[src/design/fdi_params.svh]
// Constants for the flexible disk drive interface logic.
// Assumes a 100 MHz reference clock; counts derive from printed figures.
`ifndef FDI_PARAMS_SVH
`define FDI_PARAMS_SVH

`define FDI_CLK_MHZ        100
`define FDI_BIT_RATE_BPS   249984
`define FDI_PULSE_NS       250
`define FDI_PULSE_CYC      ((`FDI_PULSE_NS * `FDI_CLK_MHZ) / 1000)
`define FDI_INDEX_US       1500
`define FDI_INDEX_CYC      (`FDI_INDEX_US * `FDI_CLK_MHZ)
`define FDI_CELL_CYC       ((`FDI_CLK_MHZ * 1000000) / `FDI_BIT_RATE_BPS)
`define FDI_NODATA_CELLS   2
`define FDI_NODATA_CYC     (`FDI_NODATA_CELLS * `FDI_CELL_CYC)
`define FDI_TRACK_LAST     76
`define FDI_TRACK_RST      0

`endif

[src/design/fdi_pkg.sv]
// Types shared by the drive interface logic.
// Assumes fdi_params.svh carries the numeric constants.
package fdi_pkg;

    typedef logic [6:0] fdi_track_t;

    typedef enum logic [1:0] {
        FDI_WS_IDLE  = 2'b00,
        FDI_WS_WRITE = 2'b01,
        FDI_WS_BLOCK = 2'b11
    } fdi_wr_state_t;

endpackage

[src/design/fdi_drive.sv]
// Drive-side logic of an 8-inch single-density flexible disk interface.
// Assumes all interface lines are active-low wires from another clock
// domain, and that mechanism sensors arrive as active-high levels.
`timescale 1ns/1ps
`default_nettype none
`include "fdi_params.svh"

module fdi_drive #(
    parameter int INDEX_CYC = `FDI_INDEX_CYC
) (
    input  wire logic       REF_CLK_I,
    input  wire logic       RST_N_I,
    input  wire logic       STEP_N_I,
    input  wire logic       DIR_IN_N_I,
    input  wire logic       SELECT_N_I,
    input  wire logic       WR_EN_N_I,
    input  wire logic       WF_CLEAR_N_I,
    input  wire logic       WR_DATA_N_I,
    input  wire logic       LOW_CUR_N_I,
    input  wire logic       POWER_OK_I,
    input  wire logic       DOOR_CLOSED_I,
    input  wire logic       SPEED_OK_I,
    input  wire logic       PROTECT_HOLE_I,
    input  wire logic       INDEX_HOLE_I,
    input  wire logic       RD_DATA_BIT_I,
    input  wire logic       RD_CLK_BIT_I,
    input  wire logic       HEAD_STRAP_I,
    output logic            INDEX_N_O,
    output logic            TRACK0_N_O,
    output logic            PROTECT_N_O,
    output logic            WR_FAULT_N_O,
    output logic            READY_N_O,
    output logic            RD_DATA_N_O,
    output logic            RD_CLK_N_O,
    output logic            HEAD_LOAD_O,
    output logic            WR_GATE_O,
    output logic            ERASE_O,
    output logic            LOW_CUR_O,
    output logic            WR_BIT_O,
    output logic            STEP_IN_O,
    output logic            STEP_OUT_O,
    output fdi_pkg::fdi_track_t TRACK_O
);

    localparam int PULSE_CYC  = `FDI_PULSE_CYC;
    localparam int NODATA_CYC = `FDI_NODATA_CYC;
    localparam int NODATA_NXT = NODATA_CYC + 1;

    logic [14:0]          sync_d;
    logic [14:0]          sync_q;
    logic                 step_s, dir_s, sel_s, wen_s, wfr_s, wd_s, lowc_s;
    logic                 pwr_s, door_s, spd_s, prot_s, idx_s, rdd_s, rdc_s, strap_s;
    logic [2:0]           prev_q;
    logic                 step_rise, idx_rise, wd_fall;
    logic                 rdd_prev_q, rdc_prev_q;
    fdi_pkg::fdi_track_t  track_q;
    logic [17:0]          idx_cnt_q;
    logic [4:0]           rdd_cnt_q, rdc_cnt_q;
    logic [9:0]           nodata_q;
    logic                 wf_q, wf_set;
    fdi_pkg::fdi_wr_state_t wstate_q;

    assign sync_d = {HEAD_STRAP_I, RD_CLK_BIT_I, RD_DATA_BIT_I, INDEX_HOLE_I, PROTECT_HOLE_I,
                     SPEED_OK_I, DOOR_CLOSED_I, POWER_OK_I, ~LOW_CUR_N_I, ~WR_DATA_N_I,
                     ~WF_CLEAR_N_I, ~WR_EN_N_I, ~SELECT_N_I, ~DIR_IN_N_I, ~STEP_N_I};

    fdi_sync #(.WIDTH(15)) u_sync (
        .clk_i   (REF_CLK_I),
        .rst_n_i (RST_N_I),
        .d_i     (sync_d),
        .q_o     (sync_q)
    );

    assign {strap_s, rdc_s, rdd_s, idx_s, prot_s, spd_s, door_s, pwr_s,
            lowc_s, wd_s, wfr_s, wen_s, sel_s, dir_s, step_s} = sync_q;

    always_ff @(posedge REF_CLK_I or negedge RST_N_I) begin
        if (!RST_N_I) begin
            prev_q     <= 3'h0;
            rdd_prev_q <= 1'b0;
            rdc_prev_q <= 1'b0;
        end else begin
            prev_q     <= {step_s, idx_s, wd_s};
            rdd_prev_q <= rdd_s;
            rdc_prev_q <= rdc_s;
        end
    end

    assign step_rise = step_s & ~prev_q[2];
    assign idx_rise  = idx_s & ~prev_q[1];
    assign wd_fall   = ~wd_s & prev_q[0];

    // one track per step
    // Direction is sampled at the step's leading edge; the controller keeps it stable.
    always_ff @(posedge REF_CLK_I or negedge RST_N_I) begin
        if (!RST_N_I) begin
            track_q    <= 7'(`FDI_TRACK_RST);
            STEP_IN_O  <= 1'b0;
            STEP_OUT_O <= 1'b0;
        end else begin
            STEP_IN_O  <= 1'b0;
            STEP_OUT_O <= 1'b0;
            if (step_rise) begin
                if (dir_s && track_q != 7'(`FDI_TRACK_LAST)) begin
                    track_q   <= track_q + 7'h01;
                    STEP_IN_O <= 1'b1;
                end else if (!dir_s && track_q != 7'h00) begin
                    track_q    <= track_q - 7'h01;
                    STEP_OUT_O <= 1'b1;
                end
            end
        end
    end

    assign TRACK_O = track_q;

    always_ff @(posedge REF_CLK_I or negedge RST_N_I) begin
        if (!RST_N_I) begin
            TRACK0_N_O <= 1'b1;
        end else begin
            TRACK0_N_O <= (track_q != 7'h00);
        end
    end

    // status levels
    // Low current is passed on ungated; the write driver applies it only while writing.
    always_ff @(posedge REF_CLK_I or negedge RST_N_I) begin
        if (!RST_N_I) begin
            HEAD_LOAD_O <= 1'b0;
            READY_N_O   <= 1'b1;
            PROTECT_N_O <= 1'b1;
            LOW_CUR_O   <= 1'b0;
        end else begin
            HEAD_LOAD_O <= sel_s & strap_s;
            READY_N_O   <= ~(pwr_s & door_s & spd_s);
            PROTECT_N_O <= ~prot_s;
            LOW_CUR_O   <= lowc_s;
        end
    end

    always_ff @(posedge REF_CLK_I or negedge RST_N_I) begin
        if (!RST_N_I) begin
            wstate_q <= fdi_pkg::FDI_WS_IDLE;
        end else begin
            unique case (wstate_q)
                fdi_pkg::FDI_WS_IDLE:  if (wen_s) wstate_q <= prot_s ? fdi_pkg::FDI_WS_BLOCK
                                                                     : fdi_pkg::FDI_WS_WRITE;
                fdi_pkg::FDI_WS_WRITE: if (!wen_s) wstate_q <= fdi_pkg::FDI_WS_IDLE;
                                       else if (prot_s) wstate_q <= fdi_pkg::FDI_WS_BLOCK;
                fdi_pkg::FDI_WS_BLOCK: if (!wen_s) wstate_q <= fdi_pkg::FDI_WS_IDLE;
                default:               wstate_q <= fdi_pkg::FDI_WS_IDLE;
            endcase
        end
    end

    assign WR_GATE_O = (wstate_q == fdi_pkg::FDI_WS_WRITE) & ~prot_s;
    assign ERASE_O   = WR_GATE_O;

    always_ff @(posedge REF_CLK_I or negedge RST_N_I) begin
        if (!RST_N_I) begin
            WR_BIT_O <= 1'b0;
        end else begin
            WR_BIT_O <= wd_fall & WR_GATE_O;
        end
    end

    // missing data watchdog
    // Two nominal bit cells without a pulse means the stream has stopped.
    always_ff @(posedge REF_CLK_I or negedge RST_N_I) begin
        if (!RST_N_I) begin
            nodata_q <= 10'h000;
        end else if (!wen_s || wd_fall) begin
            nodata_q <= 10'h000;
        end else if (nodata_q != 10'(NODATA_NXT)) begin
            nodata_q <= nodata_q + 10'h001;
        end
    end

    assign wf_set = wen_s & (~HEAD_LOAD_O | (nodata_q == 10'(NODATA_CYC)));

    always_ff @(posedge REF_CLK_I or negedge RST_N_I) begin
        if (!RST_N_I) begin
            wf_q <= 1'b0;
        end else if (wf_set) begin
            wf_q <= 1'b1;
        end else if (wfr_s) begin
            wf_q <= 1'b0;
        end
    end

    assign WR_FAULT_N_O = ~wf_q;

    always_ff @(posedge REF_CLK_I or negedge RST_N_I) begin
        if (!RST_N_I) begin
            idx_cnt_q <= 18'h00000;
        end else if (idx_rise) begin
            idx_cnt_q <= 18'(INDEX_CYC);
        end else if (idx_cnt_q != 18'h00000) begin
            idx_cnt_q <= idx_cnt_q - 18'h00001;
        end
    end

    // separated read pulses
    // Read pulses are suppressed while writing, when read circuitry is off.
    always_ff @(posedge REF_CLK_I or negedge RST_N_I) begin
        if (!RST_N_I) begin
            rdd_cnt_q <= 5'h00;
            rdc_cnt_q <= 5'h00;
        end else begin
            if (rdd_s && !rdd_prev_q && !wen_s) begin
                rdd_cnt_q <= 5'(PULSE_CYC);
            end else if (rdd_cnt_q != 5'h00) begin
                rdd_cnt_q <= rdd_cnt_q - 5'h01;
            end
            if (rdc_s && !rdc_prev_q && !wen_s) begin
                rdc_cnt_q <= 5'(PULSE_CYC);
            end else if (rdc_cnt_q != 5'h00) begin
                rdc_cnt_q <= rdc_cnt_q - 5'h01;
            end
        end
    end

    assign INDEX_N_O   = (idx_cnt_q == 18'h00000);
    assign RD_DATA_N_O = (rdd_cnt_q == 5'h00);
    assign RD_CLK_N_O  = (rdc_cnt_q == 5'h00);

    step_in_a: assert property (@(posedge REF_CLK_I) disable iff (!RST_N_I)
        step_rise && dir_s && track_q < 7'(`FDI_TRACK_LAST) |=> track_q == $past(track_q) + 7'h01 && STEP_IN_O)
        else $error("inward step did not advance track");

    step_out_a: assert property (@(posedge REF_CLK_I) disable iff (!RST_N_I)
        step_rise && !dir_s && track_q != 7'h00 |=> track_q == $past(track_q) - 7'h01 && STEP_OUT_O)
        else $error("outward step did not retreat track");

    track_zero_a: assert property (@(posedge REF_CLK_I) disable iff (!RST_N_I)
        step_rise && !dir_s && track_q == 7'h01 |=> ##1 !TRACK0_N_O)
        else $error("track zero not reported after reaching track 00");

    ready_gate_a: assert property (@(posedge REF_CLK_I) disable iff (!RST_N_I)
        !READY_N_O |-> $past(pwr_s) && $past(door_s) && $past(spd_s))
        else $error("ready asserted without power, door and speed");

    head_load_a: assert property (@(posedge REF_CLK_I) disable iff (!RST_N_I)
        $fell(sel_s) |=> !HEAD_LOAD_O)
        else $error("head stayed loaded after deselect");

    protect_block_a: assert property (@(posedge REF_CLK_I) disable iff (!RST_N_I)
        prot_s |-> !WR_GATE_O && !ERASE_O ##1 !PROTECT_N_O)
        else $error("write or erase active with protect hole");

    erase_follow_a: assert property (@(posedge REF_CLK_I) disable iff (!RST_N_I)
        wen_s && !prot_s && !$past(prot_s) && $past(wen_s) |-> ERASE_O)
        else $error("erase current off during write");

    fault_set_a: assert property (@(posedge REF_CLK_I) disable iff (!RST_N_I)
        wen_s && !HEAD_LOAD_O |=> !WR_FAULT_N_O)
        else $error("write without head load did not latch fault");

    fault_clear_a: assert property (@(posedge REF_CLK_I) disable iff (!RST_N_I)
        wfr_s && !wf_set |=> WR_FAULT_N_O)
        else $error("fault reset did not clear fault");

    index_len_a: assert property (@(posedge REF_CLK_I) disable iff (!RST_N_I)
        idx_rise |=> !INDEX_N_O [*8])
        else $error("index pulse too short");

    rd_pulse_a: assert property (@(posedge REF_CLK_I) disable iff (!RST_N_I)
        rdd_s && !rdd_prev_q && !wen_s |=> !RD_DATA_N_O ##[PULSE_CYC:PULSE_CYC] RD_DATA_N_O || rdd_s)
        else $error("read data pulse width wrong");

endmodule

`default_nettype wire

[src/design/fdi_sync.sv]
// Two-flop synchroniser for a vector of independent level inputs.
// Assumes each bit is a slow level; bits are not coherent with each other.
`timescale 1ns/1ps
`default_nettype none

module fdi_sync #(
    parameter int WIDTH = 1
) (
    input  wire logic             clk_i,
    input  wire logic             rst_n_i,
    input  wire logic [WIDTH-1:0] d_i,
    output logic      [WIDTH-1:0] q_o
);

    logic [WIDTH-1:0] meta_q;

    always_ff @(posedge clk_i or negedge rst_n_i) begin
        if (!rst_n_i) begin
            meta_q <= '0;
            q_o    <= '0;
        end else begin
            meta_q <= d_i;
            q_o    <= meta_q;
        end
    end

endmodule

`default_nettype wire

[config.mk]
export PLATFORM = sky130hd
export DESIGN_NAME = fdi_drive
export DESIGN_NICKNAME = d
export VERILOG_FILES = /design/src/design/fdi_pkg.sv /design/src/design/fdi_drive.sv /design/src/design/fdi_sync.sv
export VERILOG_INCLUDE_DIRS = /design/src /design/src/design
export SDC_FILE = /design/constraint.sdc
export NUM_CORES = 1
export LEC_CHECK = 0
export BUFFER_PORTS_ARGS = -buffer_cell sky130_fd_sc_hd__buf_2
export CORE_ASPECT_RATIO = 1.1
export CORE_UTILIZATION = 58
export DETAILED_ROUTE_END_ITERATION = 6
export PLACE_DENSITY = 0.8
export SYNTH_ARGS = -nofsm -noshare
export SYNTH_HDL_FRONTEND = slang
export SYNTH_SLANG_ARGS = --single-unit
export TNS_END_PERCENT = 30
[constraint.sdc]
create_clock -name REF_CLK_I -period 3.6 [get_ports REF_CLK_I]
set_input_delay 0.36 -clock REF_CLK_I [delete_from_list [all_inputs] [get_ports REF_CLK_I]]
set_output_delay 0.36 -clock REF_CLK_I [all_outputs]
set_load 0.03 [all_outputs]
==> flow_metrics.tcl <==
set metrics [dict create \
    run_status "finished, final reports clean" \
    die_width_microns 79.2 \
    clock_latency_ps 350 \
    endpoint_kind "flop" \
    worst_clock_skew_ps 7.96 \
    wl_per_cell_microns 14.0 \
    setup_viol 0 \
    layout-drive-gt1-share_pct 18.2 \
    clk_pin_slew_worst_paths_ps 90 \
    critPathKind "reg2reg" \
    ys_seq_area_share_pct 60.0 \
    post-cts-setup-buffers 0 \
    fin_crit_ps 2940 \
    cts_tree "done" \
    via_count 2490 \
    path_delay_family "compound AO/OA/AOI/OAI gates" \
    fin_cells 459 \
    hp-start "HEAD_STRAP_I" \
    yosys_warnings 0 \
    finalMaxSlewViolations 0 \
    fin_crit_sh_pct 81.6 \
    tns_ps 0 \
    crit_slowest_cell "or4_4" \
    antenna_found_initial 0 \
    hold-path-endpoint "u_sync.meta_q[14]" \
    final_core_util_pct 68.3 \
    vias_per_cell 5.42 \
    grt_pass1_wl_mm 11.1 \
    fmax_ghz 0.340 \
    async_flop_share_pct 100 \
    ctsResizeCount 0 \
    worst-path-buf-inv 1 \
    grt_overflow 0 \
    worst_slew_margin_rel_pct 28.3 \
    power_density_nw_per_um2 645 \
    grt_start_max_net_pins 92 \
    drt-total-wl_mm 6.41 \
    core_sq_um 6270 \
    cts-root-buf "clkbuf_8" \
    pre_cts_slack_ps 833 \
    synth-seq-cells 91 \
    crit_path_max_fanout 8 \
    fin_ws_ps 662 \
    place_hpwl_mm 4.34 \
    worst_slew_pin_slew_ps 1070 \
    power_leakage_nw 1.95 \
    fp-row-count 30 \
    hold_violations 0 \
    synthCells 328 \
    route.detailed.drc 0 \
    grt_pass1_vias 2588 \
    max_stage_delay_ps 570 \
    reg2reg_depth 9 \
    maxCapViolations 0 \
    whs_path_depth 1 \
    power_mw 2.76 \
    cts_made_buffers 9 \
    drt-initial-drc-count 106 \
    synth_nets 360 \
    reg2reg_slack_ps 660 \
    r2r-end "TRACK_O[6]" \
    synth_area_sq_um 3800 \
    start_util_pct 60.7 \
    rsz0062_at_grt "false" \
    syn_avg_cell_area_sq_um 11.6 \
    die-area_sq_um 6880 \
    cp_data_required_time_ps 3880 \
    clock_sinks 91 \
    htree_levels 3 \
    reg2reg_from "TRACK_O[0]" \
    clk_path_buf_depth 2 \
    drtAntennaViolNets 0 \
    antennaDiodeCount 0 \
    cts_hold_buf 0 \
    ios 38 \
    crit_chain "or4_4 > o21ai_0 > buf_4 > ha_1 > a211oi_1 > o21bai_1 > a21oi_1 > mux2i_1 > xnor2_1" \
    start_kind "flop" \
    max-vdd-ir-drop_mv 0.472 \
    crit_arrival_ps 3220 \
    die_y_microns 86.9 \
    grt_usage_pct 21.3 \
    drtPass1Iterations 4 \
    dp_cells 443 \
    hold_path_class "in2reg" \
    nets 406 \
    synth_edf_count 0 \
    synthDistinctLibCells 44 \
    place.port_buffers 37 \
    synthFlopType "dfrtp_1" \
    gp_congestion 0.914 \
    syn2layout_area_growth_pct 12.5 \
]
-- flip-flops by register name, summed over array words and instances (netlist names) --
name and count:
rdd_prev_q 1, wstate_q 2, STEP_OUT_O 1, READY_N_O 1, u_sync.meta_q 15, u_sync.q_o 15, rdd_cnt_q 5, idx_cnt_q 18
TRACK0_N_O 1, HEAD_LOAD_O 1, PROTECT_N_O 1, TRACK_O 7, wf_q 1, rdc_cnt_q 5, prev_q 3, STEP_IN_O 1
WR_BIT_O 1, nodata_q 10, rdc_prev_q 1, LOW_CUR_O 1
-- kinds of logic after synthesis --
logic type | share of synthesized area (%)
and+or+nand+nor | 17.2
DFF | 60.0
AOI/OAI and AO/OA | 5.89
xor gates and xnor gates | 6.68
buffers and inverters | 2.57
adders and majority gates | 5.13
muxes | 2.53
-- power by group --
| group | internal [mW] | switching [mW] |
|---|---|---|
| clock | 0.324 | 0.348 |
| sequential | 1.18 | 0.155 |
| combinational | 0.324 | 0.433 |
-- stage by stage --
stage               area (sq um)  hold WS [ps]
finish                      4280           111
global route                4280          93.1
detailed placement          4090           335
CTS                         4280          97.6
floorplan                   3800          64.4
global placement            4090           332
-- placed cells by master, fill, tap and decap left out, types with 3 or more instances in the layout --
| master | instances |
|---|---|
| a211oi_1 | 4 |
| a21oi_1 | 10 |
| and2_1 | 4 |
| and3_1 | 3 |
| buf_2 | 36 |
| buf_4 | 3 |
| clkbuf_8 | 9 |
| clkinvlp_4 | 3 |
| dfrtp_1 | 88 |
| dfstp_2 | 3 |
| ha_1 | 14 |
| inv_1 | 21 |
| mux2_2 | 5 |
| mux2i_1 | 4 |
| nand2_1 | 27 |
| nand2b_1 | 4 |
| nand3_1 | 15 |
| nand3b_1 | 3 |
| nand4_1 | 4 |
| nor2_1 | 39 |
| nor2b_1 | 3 |
| nor3_1 | 5 |
| nor4_1 | 4 |
| o211ai_1 | 3 |
| o21ai_0 | 5 |
| o31ai_1 | 4 |
| xnor2_1 | 9 |
| xor2_1 | 20 |
-- layout make-up --
class                   count  area [sq um]
clock buffers              11           131
clock inverters             5          61.3
fillers                   480          1990
inverters                  21          78.8
multi-input cells         212          1420
flip-flops and latches     91          2280
well taps                  80           100
repair buffers             39           203
-- cell usage after synthesis (4+ instances only) --
master	count	area share, %
mux2_2	5	1.5
a211oi_1	4	0.79
nand3_1	15	2.0
nor3_1	5	0.66
and2_1	4	0.66
nand4_1	4	0.66
xnor2_1	9	2.1
nand2b_1	4	0.66
mux2i_1	4	1.1
inv_1	21	2.1
nand2_1	27	2.7
o31ai_1	4	0.79
o21ai_0	5	0.66
xor2_1	20	4.6
a21oi_1	10	1.3
dfrtp_1	88	58
ha_1	14	4.6
nor2_1	39	3.8
nor4_1	4	0.66
-- metal layers --
| metal | GRT usage [%] | wire length [microns] | part of all wire (%) | vias up |
|---|---|---|---|---|
| met5 | 0 | 0 | 0 | - |
| met4 | 11.6 | 125 | 1.9 | 0 |
| met3 | 3.98 | 214 | 3.3 | 9 |
| met2 | 36.4 | 3180 | 50 | 50 |
| met1 | 25.6 | 2900 | 45 | 1229 |
| li1 | - | - | - | 1202 |
-- how the worst max path moves through the flow --
stage            startpoint          to  slack [ps]  depth (start not counted)
2_1_floorplan    TRACK_O[0]  TRACK_O[6]         490                          8
3_3_place_gp     TRACK_O[0]  TRACK_O[6]         970                          9
3_5_place_dp     TRACK_O[0]  TRACK_O[6]         830                          9
4_1_cts        idx_cnt_q[0]   INDEX_N_O         720                          6
5_1_grt          TRACK_O[0]  TRACK_O[6]         500                          9
6_report         TRACK_O[0]  TRACK_O[6]         660                          9
No activity file was read; power rests on OpenSTA's default activity.
